[config.mk]
export PLATFORM = sky130hd
export DESIGN_NAME = operation_preload_buffer
export DESIGN_NICKNAME = d
export VERILOG_FILES = /design/src/design/preload_pkg.sv /design/src/design/level_edge_detect.sv /design/src/design/operation_preload_buffer.sv
export SDC_FILE = /design/constraint.sdc
export NUM_CORES = 1
export LEC_CHECK = 0
export ABC_AREA = 1
export ABC_CLOCK_PERIOD_IN_PS = 1600
export BUFFER_PORTS_ARGS = -buffer_cell sky130_fd_sc_hd__buf_2
export CAP_MARGIN = 25
export CORE_AREA = 2 2 129 131
export DETAILED_ROUTE_END_ITERATION = 16
export DIE_AREA = 0 0 131 133
export MAX_ROUTING_LAYER = met4
export PLACE_DENSITY = 0.75
export SLEW_MARGIN = 40
export SYNTH_ARGS = -nofsm -noshare
export SYNTH_HDL_FRONTEND = slang
export SYNTH_SLANG_ARGS = --single-unit
[constraint.sdc]
create_clock -name sys_clk -period 1.6 [get_ports sys_clk]
set_input_delay 0.16 -clock sys_clk [delete_from_list [all_inputs] [get_ports sys_clk]]
set_output_delay 0.16 -clock sys_clk [all_outputs]
set_load 0.02 [all_outputs]
[src/design/preload_pkg.sv]
package preload_pkg;

    // Register word offsets on the bus (byte addresses).
    localparam logic [7:0] ADDR_CMD     = 8'h00;
    localparam logic [7:0] ADDR_OP_PRE  = 8'h04;
    localparam logic [7:0] ADDR_OP_ACT  = 8'h08;
    localparam logic [7:0] ADDR_CMP_PRE = 8'h0C;
    localparam logic [7:0] ADDR_CMP_ACT = 8'h10;
    localparam logic [7:0] ADDR_STATUS  = 8'h14;
    localparam logic [7:0] ADDR_CTRL    = 8'h18;

    // Command codes written to the command register.
    localparam logic [15:0] CMD_CANCEL_OP_QUEUE      = 16'h0026;
    localparam logic [15:0] CMD_CANCEL_CMP_PRELOAD   = 16'h0027;
    localparam logic [15:0] CMD_RESET_CMP_STATE      = 16'h002D;
    localparam logic [15:0] CMD_IMMEDIATE_STOP       = 16'h0049;
    localparam logic [15:0] CMD_DECELERATE_STOP      = 16'h004A;
    localparam logic [15:0] CMD_START_LOW_SPEED      = 16'h0050;
    localparam logic [15:0] CMD_START_HIGH_SPEED     = 16'h0051;
    localparam logic [15:0] CMD_START_HS_RAMPED      = 16'h0052;
    localparam logic [15:0] CMD_START_ACCEL_DECEL    = 16'h0053;
    localparam logic [15:0] CMD_NEXT_LOW_SPEED       = 16'h0054;
    localparam logic [15:0] CMD_NEXT_HIGH_SPEED      = 16'h0055;
    localparam logic [15:0] CMD_NEXT_RAMPED          = 16'h0056;
    localparam logic [15:0] CMD_NEXT_ACCEL_DECEL     = 16'h0057;

    // Status register field positions.
    localparam int ST_OP_STATE_LSB  = 0;
    localparam int ST_CMP_STATE_LSB = 2;
    localparam int ST_OP_FULL       = 4;
    localparam int ST_CMP_FULL      = 5;
    localparam int ST_MOVING        = 6;

    // Control register field positions.
    localparam int CTL_QADV_IRQ_EN  = 0;
    localparam int CTL_CMP3_IRQ_EN  = 1;
    localparam int CTL_COMPL_TIMING = 2;

    // Queue fill encodings and reset values.
    localparam logic [1:0]  Q_NONE      = 2'h0;
    localparam logic [1:0]  Q_ACTIVE    = 2'h1;
    localparam logic [1:0]  Q_BOTH      = 2'h2;
    localparam logic [31:0] RESET_WORD  = 32'h0000_0000;
    localparam logic [2:0]  RESET_CTRL  = 3'h0;

    // Classic Wishbone request and answer bundles.
    typedef struct packed {
        logic        cyc;
        logic        stb;
        logic        we;
        logic [7:0]  adr;
        logic [3:0]  sel;
        logic [31:0] dat;
    } wb_req_t;

    typedef struct packed {
        logic        ack;
        logic [31:0] dat;
    } wb_rsp_t;

    // Events toward the network master, one-cycle pulses.
    typedef struct packed {
        logic queue_advance;
        logic next_start_error;
        logic compare3_hit;
    } evt_t;

endpackage

[src/design/level_edge_detect.sv]
`timescale 1ns/1ps
module level_edge_detect (
    input  wire logic sys_clk,
    input  wire logic rstn,
    input  wire logic level,
    output logic      rise,
    output logic      fall
);
    logic last_r;

    // The level comes from logic on the same clock, so no synchroniser is needed.
    always_ff @(posedge sys_clk or negedge rstn)
    begin
        if (!rstn)
            last_r <= 1'b0;
        else
            last_r <= level;
    end

    assign rise = level & ~last_r;
    assign fall = ~level & last_r;
endmodule

[src/design/operation_preload_buffer.sv]
`timescale 1ns/1ps
// Contract
// - Reset clears every register and both preload stages to zero.
// - Unused bits ignore writes and read as zero.
// - Sign-extension bits ignore writes and read the top data bit.
// - Writes while stopped land in the active stage; while moving, preload only.
// - Operation data is fixed only by a start or next-start command.
// - Motion done with fixed preload shifts it active and restarts motion.
// - Op queue state reads 00, 01, 10; full flag set at 10.
// - Preload writes are refused while both operation stages are fixed.
// - Direct writes to the active stage override the running motion.
// - Queue-advance event fires on fixed-to-unfixed shift when enabled.
// - Next-start while stopped raises error event and starts nothing.
// - Immediate stop and decelerate stop clear op queue to 00; so does cancel unless both are fixed.
// - Cancel with both fixed drops only preload; state becomes 01.
// - Error stop discards op queue and returns state 00.
// - Compare active write loads directly; preload write queues or lands active.
// - Compare data is writable whether stopped or moving.
// - Compare data is fixed by the write itself.
// - Compare true-then-false advances preload, or unfixes active if empty.
// - Compare state reads 00, 01, 10; at 10 full flag set, preload writes refused.
// - Compare3 event fires on each true edge when enabled.
// - Compare cancel drops preload keeping active; compare reset returns 00.
module operation_preload_buffer #(
    parameter int OP_W  = 28,
    parameter int CMP_W = 28
) (
    input  wire logic                 sys_clk,
    input  wire logic                 rstn,
    input  wire preload_pkg::wb_req_t wb_req,
    output preload_pkg::wb_rsp_t      wb_rsp,
    input  wire logic                 motion_done,
    input  wire logic                 error_stop,
    input  wire logic                 compare3_match,
    output logic                      motion_start,
    output logic                      motion_stop,
    output logic                      moving,
    output logic [OP_W-1:0]           op_active,
    output logic [CMP_W-1:0]          compare3_active,
    output logic                      completion_timing_sel,
    output logic                      op_queue_full_flag,
    output logic                      compare_queue_full_flag,
    output preload_pkg::evt_t         events
);
    import preload_pkg::*;

    // Bus handshake state.
    logic              ack_r;
    logic [31:0]       rdat_r;

    // Operation queue.
    logic [OP_W-1:0]   op_pre_r;
    logic [OP_W-1:0]   op_act_r;
    logic [1:0]        op_queue_state_r;
    logic [1:0]        op_queue_state_nxt;
    logic              moving_r;
    logic              moving_nxt;

    // Compare queue.
    logic [CMP_W-1:0]  cmp_pre_r;
    logic [CMP_W-1:0]  cmp_act_r;
    logic [1:0]        compare_queue_state_r;
    logic [1:0]        compare_queue_state_nxt;

    // Control and event pulses.
    logic [2:0]        ctrl_r;
    logic              start_pulse_r;
    logic              stop_pulse_r;
    logic              qadv_evt_r;
    logic              err_evt_r;
    logic              cmp_evt_r;

    // Read path.
    logic [31:0]       read_word;
    logic [31:0]       status_word;

    // Request decoding. A write takes effect on the edge the master samples ack.
    // A partial sel write is acked but changes nothing.
    // Unaligned addresses match no register.
    wire access_new  = wb_req.cyc & wb_req.stb & ~ack_r;
    wire wr_commit   = wb_req.cyc & wb_req.stb & wb_req.we & ack_r & (&wb_req.sel);
    wire hit_cmd     = (wb_req.adr == ADDR_CMD);
    wire hit_op_pre  = (wb_req.adr == ADDR_OP_PRE);
    wire hit_op_act  = (wb_req.adr == ADDR_OP_ACT);
    wire hit_cmp_pre = (wb_req.adr == ADDR_CMP_PRE);
    wire hit_cmp_act = (wb_req.adr == ADDR_CMP_ACT);
    wire hit_ctrl    = (wb_req.adr == ADDR_CTRL);
    wire [15:0] code = wb_req.dat[15:0];

    // Unknown codes are acked and ignored.
    // Starts and next-starts come in four speed kinds.
    wire cmd_wr      = wr_commit & hit_cmd;
    wire cmd_start   = cmd_wr & ((code == CMD_START_LOW_SPEED)
                               | (code == CMD_START_HIGH_SPEED)
                               | (code == CMD_START_HS_RAMPED)
                               | (code == CMD_START_ACCEL_DECEL));
    wire cmd_next    = cmd_wr & ((code == CMD_NEXT_LOW_SPEED)
                               | (code == CMD_NEXT_HIGH_SPEED)
                               | (code == CMD_NEXT_RAMPED)
                               | (code == CMD_NEXT_ACCEL_DECEL));
    wire cmd_cancel  = cmd_wr & (code == CMD_CANCEL_OP_QUEUE);
    wire cmd_stop    = cmd_wr & ((code == CMD_IMMEDIATE_STOP)
                               | (code == CMD_DECELERATE_STOP));
    wire cmd_cmp_can = cmd_wr & (code == CMD_CANCEL_CMP_PRELOAD);
    wire cmd_cmp_rst = cmd_wr & (code == CMD_RESET_CMP_STATE);

    // Preload writes are dropped once both stages hold fixed data.
    wire op_pre_wr   = wr_commit & hit_op_pre & (op_queue_state_r != Q_BOTH);
    wire op_act_wr   = wr_commit & hit_op_act;
    // Compare writes are taken moving or stopped.
    wire cmp_pre_wr  = wr_commit & hit_cmp_pre
                     & (compare_queue_state_r != Q_BOTH);
    wire cmp_act_wr  = wr_commit & hit_cmp_act;

    // A start on a stopped axis begins motion; a next-start there is an error.
    wire go_now      = (cmd_start | cmd_next) & ~moving_r & ~cmd_next;
    wire next_err    = cmd_next & ~moving_r;
    // On a moving axis a start fixes the preload stage.
    wire fix_next    = (cmd_start | cmd_next) & moving_r
                     & (op_queue_state_r == Q_ACTIVE);
    wire flush_op    = cmd_stop | error_stop;
    // An error stop outranks a completion.
    wire op_done     = motion_done & moving_r;
    wire auto_shift  = op_done & (op_queue_state_r == Q_BOTH) & ~flush_op;

    // Compare edge detection for advancing the queue and raising events.
    logic cmp_rise;
    logic cmp_fall;

    // Resets low like the idle comparator: no false edge.
    level_edge_detect u_cmp_edge (
        .sys_clk (sys_clk),
        .rstn    (rstn),
        .level   (compare3_match),
        .rise    (cmp_rise),
        .fall    (cmp_fall)
    );

    // Operation queue state. Stops outrank everything so a stop is never lost.
    always_comb
    begin
        op_queue_state_nxt = op_queue_state_r;
        moving_nxt         = moving_r;
        if (flush_op)
        begin
            op_queue_state_nxt = Q_NONE;
            moving_nxt         = 1'b0;
        end
        // Cancel drops data only; stops and errors end motion.
        else if (cmd_cancel)
        begin
            op_queue_state_nxt = (op_queue_state_r == Q_BOTH) ? Q_ACTIVE : Q_NONE;
        end
        else if (auto_shift)
        begin
            op_queue_state_nxt = Q_ACTIVE;
        end
        // Done with nothing queued: the axis rests.
        else if (op_done)
        begin
            op_queue_state_nxt = Q_NONE;
            moving_nxt         = 1'b0;
        end
        else if (go_now)
        begin
            op_queue_state_nxt = Q_ACTIVE;
            moving_nxt         = 1'b1;
        end
        else if (fix_next)
        begin
            op_queue_state_nxt = Q_BOTH;
        end
    end

    // Compare queue state. Cancel and reset commands take priority over edges.
    // Writing alone fixes compare data; no start is involved.
    always_comb
    begin
        compare_queue_state_nxt = compare_queue_state_r;
        if (cmd_cmp_rst)
            compare_queue_state_nxt = Q_NONE;
        else if (cmd_cmp_can)
            compare_queue_state_nxt = (compare_queue_state_r == Q_NONE)
                                    ? Q_NONE : Q_ACTIVE;
        else if (cmp_pre_wr)
            compare_queue_state_nxt = (compare_queue_state_r == Q_NONE)
                                    ? Q_ACTIVE : Q_BOTH;
        else if (cmp_act_wr && compare_queue_state_r == Q_NONE)
            compare_queue_state_nxt = Q_ACTIVE;
        // A preload write or command beats a same-cycle fall; the fall is lost.
        else if (cmp_fall && compare_queue_state_r != Q_NONE)
            compare_queue_state_nxt = compare_queue_state_r - 2'h1;
    end

    // Bus answer: ack one cycle after the request, read data captured with it.
    // Ack lasts one cycle even if stb stays high; data is zero outside it.
    always_ff @(posedge sys_clk or negedge rstn)
    begin
        if (!rstn)
        begin
            ack_r  <= 1'b0;
            rdat_r <= RESET_WORD;
        end
        else
        begin
            ack_r  <= access_new;
            rdat_r <= access_new ? read_word : RESET_WORD;
        end
    end

    // Read multiplexer. Unmapped offsets and the command register read zero.
    // Reads have no side effects.
    // Status bits above moving read zero.

    assign status_word = {25'h0, moving_r,
                          (compare_queue_state_r == Q_BOTH),
                          (op_queue_state_r == Q_BOTH),
                          compare_queue_state_r, op_queue_state_r};
    assign read_word =
        hit_op_pre  ? {{(32-OP_W){op_pre_r[OP_W-1]}}, op_pre_r}       :
        hit_op_act  ? {{(32-OP_W){op_act_r[OP_W-1]}}, op_act_r}       :
        hit_cmp_pre ? {{(32-CMP_W){cmp_pre_r[CMP_W-1]}}, cmp_pre_r}   :
        hit_cmp_act ? {{(32-CMP_W){cmp_act_r[CMP_W-1]}}, cmp_act_r}   :
        (wb_req.adr == ADDR_STATUS) ? status_word                     :
        hit_ctrl    ? {29'h0, ctrl_r}                                 :
        RESET_WORD;

    // Operation data path. While stopped a preload write reaches both stages at once,
    // so a start can fix it without another copy.
    // An override beats an automatic shift in the same cycle.
    // A consumed preload keeps its value, which reads back.
    always_ff @(posedge sys_clk or negedge rstn)
    begin
        if (!rstn)
        begin
            op_pre_r <= '0;
            op_act_r <= '0;
        end
        else
        begin
            if (op_pre_wr)
                op_pre_r <= wb_req.dat[OP_W-1:0];
            if (op_act_wr)
                op_act_r <= wb_req.dat[OP_W-1:0];
            else if (op_pre_wr && !moving_r)
                op_act_r <= wb_req.dat[OP_W-1:0];
            else if (auto_shift)
                op_act_r <= op_pre_r;
        end
    end

    // Compare data path. Accepted moving or not; preload writes are refused while both stages are fixed.
    // Preload moves to active only when both stages are fixed.
    always_ff @(posedge sys_clk or negedge rstn)
    begin
        if (!rstn)
        begin
            cmp_pre_r <= '0;
            cmp_act_r <= '0;
        end
        else
        begin
            if (cmp_pre_wr)
                cmp_pre_r <= wb_req.dat[CMP_W-1:0];
            if (cmp_act_wr)
                cmp_act_r <= wb_req.dat[CMP_W-1:0];
            else if (cmp_pre_wr && compare_queue_state_r == Q_NONE)
                cmp_act_r <= wb_req.dat[CMP_W-1:0];
            else if (cmp_fall && compare_queue_state_r == Q_BOTH && !cmd_cmp_can
                     && !cmd_cmp_rst)
                cmp_act_r <= cmp_pre_r;
        end
    end

    // Queue states and motion flag.
    // They change on the same edge as the data they describe.
    always_ff @(posedge sys_clk or negedge rstn)
    begin
        if (!rstn)
        begin
            op_queue_state_r      <= Q_NONE;
            compare_queue_state_r <= Q_NONE;
            moving_r              <= 1'b0;
        end
        else
        begin
            op_queue_state_r      <= op_queue_state_nxt;
            compare_queue_state_r <= compare_queue_state_nxt;
            moving_r              <= moving_nxt;
        end
    end

    // Control bits: event enables and completion timing, passed to the pulse
    // generator. Chained motions want pulse-cycle completion, value zero.
    // Only the low three bits are kept; the rest read zero.
    always_ff @(posedge sys_clk or negedge rstn)
    begin
        if (!rstn)
            ctrl_r <= RESET_CTRL;
        else if (wr_commit && hit_ctrl)
            ctrl_r <= wb_req.dat[2:0];
    end

    // One-cycle pulses for the pulse generator and the master's event line.
    // Enables gate the advance and compare events, never the queue actions; the error event is ungated.
    // A start lost to a same-cycle error stop gives no pulse.
    always_ff @(posedge sys_clk or negedge rstn)
    begin
        if (!rstn)
        begin
            start_pulse_r <= 1'b0;
            stop_pulse_r  <= 1'b0;
            qadv_evt_r    <= 1'b0;
            err_evt_r     <= 1'b0;
            cmp_evt_r     <= 1'b0;
        end
        else
        begin
            start_pulse_r <= (go_now & ~flush_op) | auto_shift;
            stop_pulse_r  <= cmd_stop;
            qadv_evt_r    <= auto_shift & ctrl_r[CTL_QADV_IRQ_EN];
            err_evt_r     <= next_err;
            cmp_evt_r     <= cmp_rise & ctrl_r[CTL_CMP3_IRQ_EN];
        end
    end

    // Outputs.
    // Full flags decode the registered states.
    assign wb_rsp.ack              = ack_r;
    assign wb_rsp.dat              = rdat_r;
    assign motion_start            = start_pulse_r;
    assign motion_stop             = stop_pulse_r;
    assign moving                  = moving_r;
    assign op_active               = op_act_r;
    assign compare3_active         = cmp_act_r;
    assign completion_timing_sel   = ctrl_r[CTL_COMPL_TIMING];
    assign op_queue_full_flag      = (op_queue_state_r == Q_BOTH);
    assign compare_queue_full_flag = (compare_queue_state_r == Q_BOTH);
    assign events.queue_advance    = qadv_evt_r;
    assign events.next_start_error = err_evt_r;
    assign events.compare3_hit     = cmp_evt_r;
endmodule

# ---- Word level (Yosys, flattened, before mapping)
# Index checks and enable logic that the tools add are counted.
dict set report word_totals {
  out_inout_bits 98
  inputBits 52
  regBits 159
  elab_cells 143
}
dict set report classes {
  n_reduce_logical 21
  bitwise_logic 47
  mux 32
  n_eq_ne 26
  addsub 1
}
# cell n
set ops {}
lappend ops {{28-bit two-way mux} 6}
lappend ops {{16-bit by 7-bit == test with 1-bit output, second input constant} 10}
lappend ops {{32-bit two-way mux} 5}
lappend ops {{16-bit by 6-bit == test with 1-bit output, second input constant} 3}
lappend ops {{1-bit bitwise AND} 31}
lappend ops {{8-bit by 5-bit == test with 1-bit output, second input constant} 3}
lappend ops {{2-bit two-way mux} 12}
lappend ops {{8-bit by 4-bit == test with 1-bit output, second input constant} 2}
lappend ops {{1-bit OR} 10}
lappend ops {{3-bit nonzero test} 3}
lappend ops {{8-bit by 3-bit == test with 1-bit output, second input constant} 1}
lappend ops {{1-bit logical AND} 8}
lappend ops {{8-bit zero test} 1}
lappend ops {{1-bit two-way mux} 7}
lappend ops {{7-bit two-way mux} 1}
lappend ops {{2-bit inequality test, second input constant} 3}
lappend ops {{1-bit inverter} 6}
lappend ops {{6-bit nonzero test} 1}
lappend ops {{5-bit nonzero test} 1}
lappend ops {{2-bit == test, second input constant} 2}
lappend ops {{4-bit AND reduction} 1}
lappend ops {{1-bit zero test} 3}
lappend ops {{3-bit two-way mux} 1}
lappend ops {{3-bit AND reduction} 1}
lappend ops {{5 further kinds} 5}

# ---- Longest topological paths before layout
dict set report logic_depth {
  word_depth 15
  mapped_depth 14
  mapped_depth_nobuf 12
}

# ---- Modules after synthesis
# A second synthesis with hierarchy kept.
dict set report unflattened {
  cells_unflattened 983
  hier_area_um2 7927.6
}
# module n_inst seq_area_each_um2 cells_each area_per_inst_um2
set modules_own_cells {}
lappend modules_own_cells {operation_preload_buffer 1 3853.7 978 7887.6}
lappend modules_own_cells {level_edge_detect 1 25.0 5 40.0}

# ---- Worst setup path before layout
# Ideal clock, no wire load.
dict set report synth_timing {
  path_type {register -> register}
  startpoint {register op_queue_state_r[0]}
  endpoint {register op_act_r[10] (netlist: op_active[10])}
  t_arrival_ps 1629
  synth_period_minus_slack_ps 1747
  path_buffers 2
  required_time_ps 1483
  path_slack_ps -147
  setup_ps 117
  stages_incl_launch_ff 11
  path_cell_list {dfrtp_1 -> nor2_1 -> inv_1 -> nand2_1 -> nor2_4 -> nand2_2 -> nand3_2 -> buf_6 -> buf_6 -> nand2_1 -> o21ai_2}
}
dict set report synth_via {
  elab_cells_between_ends 9
  classes_between {eq/ne (2); mux (2); bitwise (3); reduce/logical (2)}
}
# item line
set synth_rtl {}
lappend synth_rtl {{start: declaration} operation_preload_buffer.sv:54} ;# logic [1:0] op_queue_state_r;
lappend synth_rtl {{start signal: assignment} operation_preload_buffer.sv:287} ;# op_queue_state_r <= op_queue_state_nxt;
lappend synth_rtl {{2-bit == test} -}
lappend synth_rtl {{named net op_queue_full_flag} operation_preload_buffer.sv:41} ;# output logic op_queue_full_flag,
lappend synth_rtl {{1-bit bitwise AND (2 in series)} operation_preload_buffer.sv:124} ;# wire auto_shift = op_done & (op_queue_state_r == Q_BOTH) & ~flush_op;
lappend synth_rtl {{3-bit nonzero test (no source line)} -}
lappend synth_rtl {{end signal: assignment} operation_preload_buffer.sv:244} ;# op_act_r <= wb_req.dat[OP_W-1:0];
lappend synth_rtl {{end signal: assignment} operation_preload_buffer.sv:246} ;# op_act_r <= wb_req.dat[OP_W-1:0];
lappend synth_rtl {{end signal: assignment} operation_preload_buffer.sv:248} ;# op_act_r <= op_pre_r;
lappend synth_rtl {{end: declaration} operation_preload_buffer.sv:53} ;# logic [OP_W-1:0] op_act_r;
# The timed path passes the listed nets, and every way through them passes these cells.
# A chain may end at the register's enable or synchronous reset.

# ---- Worst setup path after layout
dict set report layout_timing {
  startpoint {register ack_r}
  endpoint {register cmp_act_r[4] (netlist: compare3_active[4])}
}
dict set report layout_via {
  elab_chain_len 8
  elab_cells_between_ends 16
  classes_between {mux (2); bitwise (8); reduce/logical (6)}
}
# item line
set layout_lines {}
lappend layout_lines {{start: declaration} operation_preload_buffer.sv:48} ;# logic ack_r;
lappend layout_lines {{start signal: assignment} operation_preload_buffer.sv:206} ;# ack_r <= access_new;
lappend layout_lines {{1-bit bitwise AND * (2 in series)} operation_preload_buffer.sv:81} ;# wire wr_commit = wb_req.cyc & wb_req.stb & wb_req.we & ack_r & (&wb_req.sel);
lappend layout_lines {{1-bit bitwise AND} operation_preload_buffer.sv:92} ;# wire cmd_wr = wr_commit & hit_cmd;
lappend layout_lines {{1-bit bitwise AND} operation_preload_buffer.sv:104} ;# wire cmd_cmp_can = cmd_wr & (code == CMD_CANCEL_CMP_PRELOAD);
lappend layout_lines {{1-bit zero test} operation_preload_buffer.sv:269} ;# else if (cmp_fall && compare_queue_state_r == Q_BOTH && !cmd_cmp_can
lappend layout_lines {{1-bit logical AND} operation_preload_buffer.sv:269}
lappend layout_lines {{1-bit logical AND} operation_preload_buffer.sv:270} ;# && !cmd_cmp_rst)
lappend layout_lines {{3-bit nonzero test (no source line)} -}
lappend layout_lines {{end signal: assignment} operation_preload_buffer.sv:266} ;# cmp_act_r <= wb_req.dat[CMP_W-1:0];
lappend layout_lines {{end signal: assignment} operation_preload_buffer.sv:268} ;# cmp_act_r <= wb_req.dat[CMP_W-1:0];
lappend layout_lines {{end signal: assignment} operation_preload_buffer.sv:271} ;# cmp_act_r <= cmp_pre_r;
lappend layout_lines {{end: declaration} operation_preload_buffer.sv:61} ;# logic [CMP_W-1:0] cmp_act_r;
# Mark *: on every way between the ends. The rest lies on a longest branch, timed or not.

==> metrics.cfg <==
[run_status]
outcome = complete, but fails checks
failed_checks = setup timing

[critical_path]
worstReg2RegStart = ack_r
crit_path_max_incr_delay_ps = 350
critPathRequiredTime_ps = 1970
critical_path.startpoint_type = flip-flop
cpMostUsedCell = sky130_fd_sc_hd__nand2_1
crit_path_start = ack_r
worstPathArrival_ps = 2210
worstSetupPathType = flip-flop to flip-flop
highest_fanout_seen_on_the_critical_path = 5
critPathCaptureType = flip-flop
worst_path_dominant_cell_family = simple AND/OR/NAND/NOR gates
timing.critical_path.buf_inv = 4
critical-path-slowest-cell = sky130_fd_sc_hd__dfrtp_1
worstPathCellList = nand2_1 > nor2_2 > nand2_2 > clkinv_4 > buf_6 > nand2_4 > nor2_4 > nand2_4 > nand2_8 > buf_6 > buf_16 > nand2_2 > o21ai_2 > nand2_1 > nand2_1

[clock_network]
cts_buffers = 17
clockRootBuffer = sky130_fd_sc_hd__clkbuf_16
cts.sinks = 155
cts_max_level = 4
tritoncts_clock_tree = done
worst_skew_pair.late_latency_ps = 450
clock_pin_transition_on_the_worst_setup_and_hold_timing_paths_ps = 60
cts-root-to-sink-buffers = 2

[die]
design.die.area_mm2 = 0.01742
design.portCount = 150
start_util = 0.4865
placement_rows = 47
placeableCoreArea_mm2 = 0.01617
die_y_um = 133
chipWidth_um = 131

[synth]
instance_count_of_the_mapped_netlist = 1019
post_synth.cell_area_avg_um2 = 7.721
synth.distinct_cells = 35
synth-edff-count = 0
post-synth-top-area-fraction = 0.4930
synth_seq_cells = 155
postSynthNetCount = 1071
ys_seq_area_frac = 0.4930
synth_async_sr_flop_share = 1.000
netlist.top_cell.by_area = sky130_fd_sc_hd__dfrtp_1
yosys_most_used_dff = sky130_fd_sc_hd__dfrtp_1
syn_area_mm2 = 0.007868
synth.area.top_cells = sky130_fd_sc_hd__dfrtp_1 49%, sky130_fd_sc_hd__nand2_1 17%, sky130_fd_sc_hd__o21ai_0 5.2%, sky130_fd_sc_hd__nand3_1 5.1%, sky130_fd_sc_hd__inv_1 4.0%
synth.yosys.warnings = 0

[global_route]
top_usage_layer = met2
grt_first_pass_wirelength_um = 42660
first_global_vias = 8254
grt_remaining_overflow = 0
pin_count_of_the_biggest_net_entering_global_routing = 43
antenna_violations_before_repair = 0
grtUsageMet3 = 0.06672
grt.met2_usage = 0.5075
groute.usage.overall = 0.3295
grt_use_met1 = 0.4125

[timing]
final_worst_path_setup_slack_ps = -243.5
fmax_mhz = 542.4
timing.final.crit_period_ps = 1844
hold-worst-slack_ps = 16.21
timing.final.max_slew_violations = 0
grt_setup_unrepaired = true
worst_clk_skew_ps = 15.84
timing.setup.tns_ps = -10670
final_hold_viol_count = 0
slew_headroom = 0.6872
finalCritPeriodShare = 1.152
worstMarginPinSlew_ps = 465.7
report.final.setup_viol = 86

[flow_run]
drv.max_cap_violation_count = 0

[drt]
detail_route.wl_per_cell_um = 19.14
ant_nets = 0
vias = 8721
drc = 0
wl_um = 29080
initialDrtViolationCount = 1096
avgViaCountPerCell = 5.741
drt-pass1-iter-count = 6

[hold_path]
min-delay-start = wb_req[9]
worst_hold_path_type = primary input to flip-flop

[layout]
final_area_mm2 = 0.01170
insertedDiodeCount = 0
layoutNonFillerInstCount = 1519
final_core_util = 0.7235
fillCellCount = 1062
final_nets = 1338
synthToLayoutAreaGrowth_pct = 48.71
ratio_of_cells_with_drive_above_1_in_the_final_layout = 0.3895

[place]
count_of_port_buffers_added_during_placement = 145
placement.setup.worst_slack_ps = -175.2
placedInstanceArea_mm2 = 0.009539
place.gp.congestion = 0.8970
place.detailed.hpwl_um = 16470
dpl.cell_count = 1433

[power]
cell_pwr_density_mw_per_mm2 = 975.2
vdd_ir_drop_max_v = 0.0009284
static-leakage-power_nw = 6.025
power.total_mw = 11.41

-- layer usage --
metal	vias up	wire [um]
met5	-	0
met3	165	3089
met1	4053	10540
li1	3814	-
met2	689	13820
met4	0	1625
-- power by group --
group          internal (mW)  switching, mW
combinational          0.927           1.57
sequential              4.34          0.520
clock                   2.39           1.66
total                   7.66           3.75
-- state kept, by name, summed over array words and instances (netlist names), 2 cells and up --
signal / flops
cmp_pre_r: 28
rdat_r: 28
op_active: 28
ctrl_r: 3
compare3_active: 28
op_pre_r: 28
op_queue_state_r: 2
compare_queue_state_r: 2
-- tightest hold or removal path, cell delays in order --
cell and delay, ps:
sky130_fd_sc_hd__buf_2 120, sky130_fd_sc_hd__inv_1 70, sky130_fd_sc_hd__o21ai_1 70
-- cells by family after synthesis --
family / count (synthesis) / synth area share
buf+inv: 157 / 0.09463
compound gates: 198 / 0.1423
simple gates: 509 / 0.2700
flops: 155 / 0.4930
-- cell type report --
class	count	area (um2)	share of cell area
multi-input combinational	707	3933	0.3361
sequential	155	3879	0.3315
timing repair buffer	312	2666	0.2279
clock buffer	23	467.9	0.04000
inverter	93	366.6	0.03133
tap	220	275.3	0.02353
clock inverter	9	112.6	0.009625
-- synthesized netlist by cell type (3+ instances only) --
| cell | count |
|---|---|
| sky130_fd_sc_hd__nand2_1 | 362 |
| sky130_fd_sc_hd__dfrtp_1 | 155 |
| sky130_fd_sc_hd__inv_1 | 83 |
| sky130_fd_sc_hd__o21ai_0 | 82 |
| sky130_fd_sc_hd__nand3_1 | 80 |
| sky130_fd_sc_hd__nor2_1 | 38 |
| sky130_fd_sc_hd__a21oi_1 | 34 |
| sky130_fd_sc_hd__o21ai_1 | 33 |
| sky130_fd_sc_hd__a31oi_1 | 20 |
| sky130_fd_sc_hd__clkbuf_1 | 20 |
| sky130_fd_sc_hd__o21ai_2 | 20 |
| sky130_fd_sc_hd__buf_2 | 18 |
| sky130_fd_sc_hd__buf_4 | 13 |
| sky130_fd_sc_hd__buf_6 | 11 |
| sky130_fd_sc_hd__nand2_2 | 8 |
| sky130_fd_sc_hd__inv_2 | 7 |
| sky130_fd_sc_hd__nor3_1 | 5 |
| sky130_fd_sc_hd__a41oi_1 | 4 |
| sky130_fd_sc_hd__nor2_2 | 4 |
| sky130_fd_sc_hd__nor2_4 | 3 |
-- final timing paths --
path / end / slack [ps] / depth (start not counted)
setup / recovery: compare3_active[4] / -240 / 15
hold / removal: op_pre_r[9] / 20 / 3
setup reg to reg: compare3_active[4] / -240 / 15
hold reg to reg: cmp_evt_r / 420 / 1
max in group asynchronous: op_active[27] / 780 / 3
min in group asynchronous: moving / 210 / 2
-- cell usage in the layout, fill, tap and decap left out, types with 3 or more instances in the layout --
| master | Yosys | routed |
|---|---|---|
| sky130_fd_sc_hd__a21oi_1 | 34 | 34 |
| sky130_fd_sc_hd__a31oi_1 | 20 | 20 |
| sky130_fd_sc_hd__a41oi_1 | 4 | 3 |
| sky130_fd_sc_hd__buf_12 | 0 | 21 |
| sky130_fd_sc_hd__buf_16 | 0 | 9 |
| sky130_fd_sc_hd__buf_2 | 18 | 144 |
| sky130_fd_sc_hd__buf_4 | 13 | 91 |
| sky130_fd_sc_hd__buf_6 | 11 | 19 |
| sky130_fd_sc_hd__buf_8 | 0 | 5 |
| sky130_fd_sc_hd__clkbuf_1 | 20 | 4 |
| sky130_fd_sc_hd__clkbuf_16 | 0 | 22 |
| sky130_fd_sc_hd__clkinv_4 | 0 | 3 |
| sky130_fd_sc_hd__dfrtp_1 | 155 | 155 |
| sky130_fd_sc_hd__dlygate4sd3_1 | 0 | 18 |
| sky130_fd_sc_hd__inv_1 | 83 | 82 |
| sky130_fd_sc_hd__inv_2 | 7 | 6 |
| sky130_fd_sc_hd__inv_6 | 0 | 3 |
| sky130_fd_sc_hd__nand2_1 | 362 | 278 |
| sky130_fd_sc_hd__nand2_2 | 8 | 53 |
| sky130_fd_sc_hd__nand2_4 | 1 | 38 |
| sky130_fd_sc_hd__nand3_1 | 80 | 67 |
| sky130_fd_sc_hd__nand3_2 | 1 | 10 |
| sky130_fd_sc_hd__nand3_4 | 1 | 5 |
| sky130_fd_sc_hd__nor2_1 | 38 | 30 |
| sky130_fd_sc_hd__nor2_2 | 4 | 8 |
| sky130_fd_sc_hd__nor2_4 | 3 | 7 |
| sky130_fd_sc_hd__nor3_1 | 5 | 4 |
| sky130_fd_sc_hd__o21ai_0 | 82 | 45 |
| sky130_fd_sc_hd__o21ai_1 | 33 | 44 |
| sky130_fd_sc_hd__o21ai_2 | 20 | 46 |
-- what timing repair did --
item,4_1_cts,5_1_grt
hold buffers,18,0
gates cloned,10,6
setup buffers,19,9
resized for setup,113,159
endpoints found under the hold margin,91,0
setup endpoints to repair,50,119
pin swaps,18,40
Note: power is estimated with default switching activity, not from simulation.
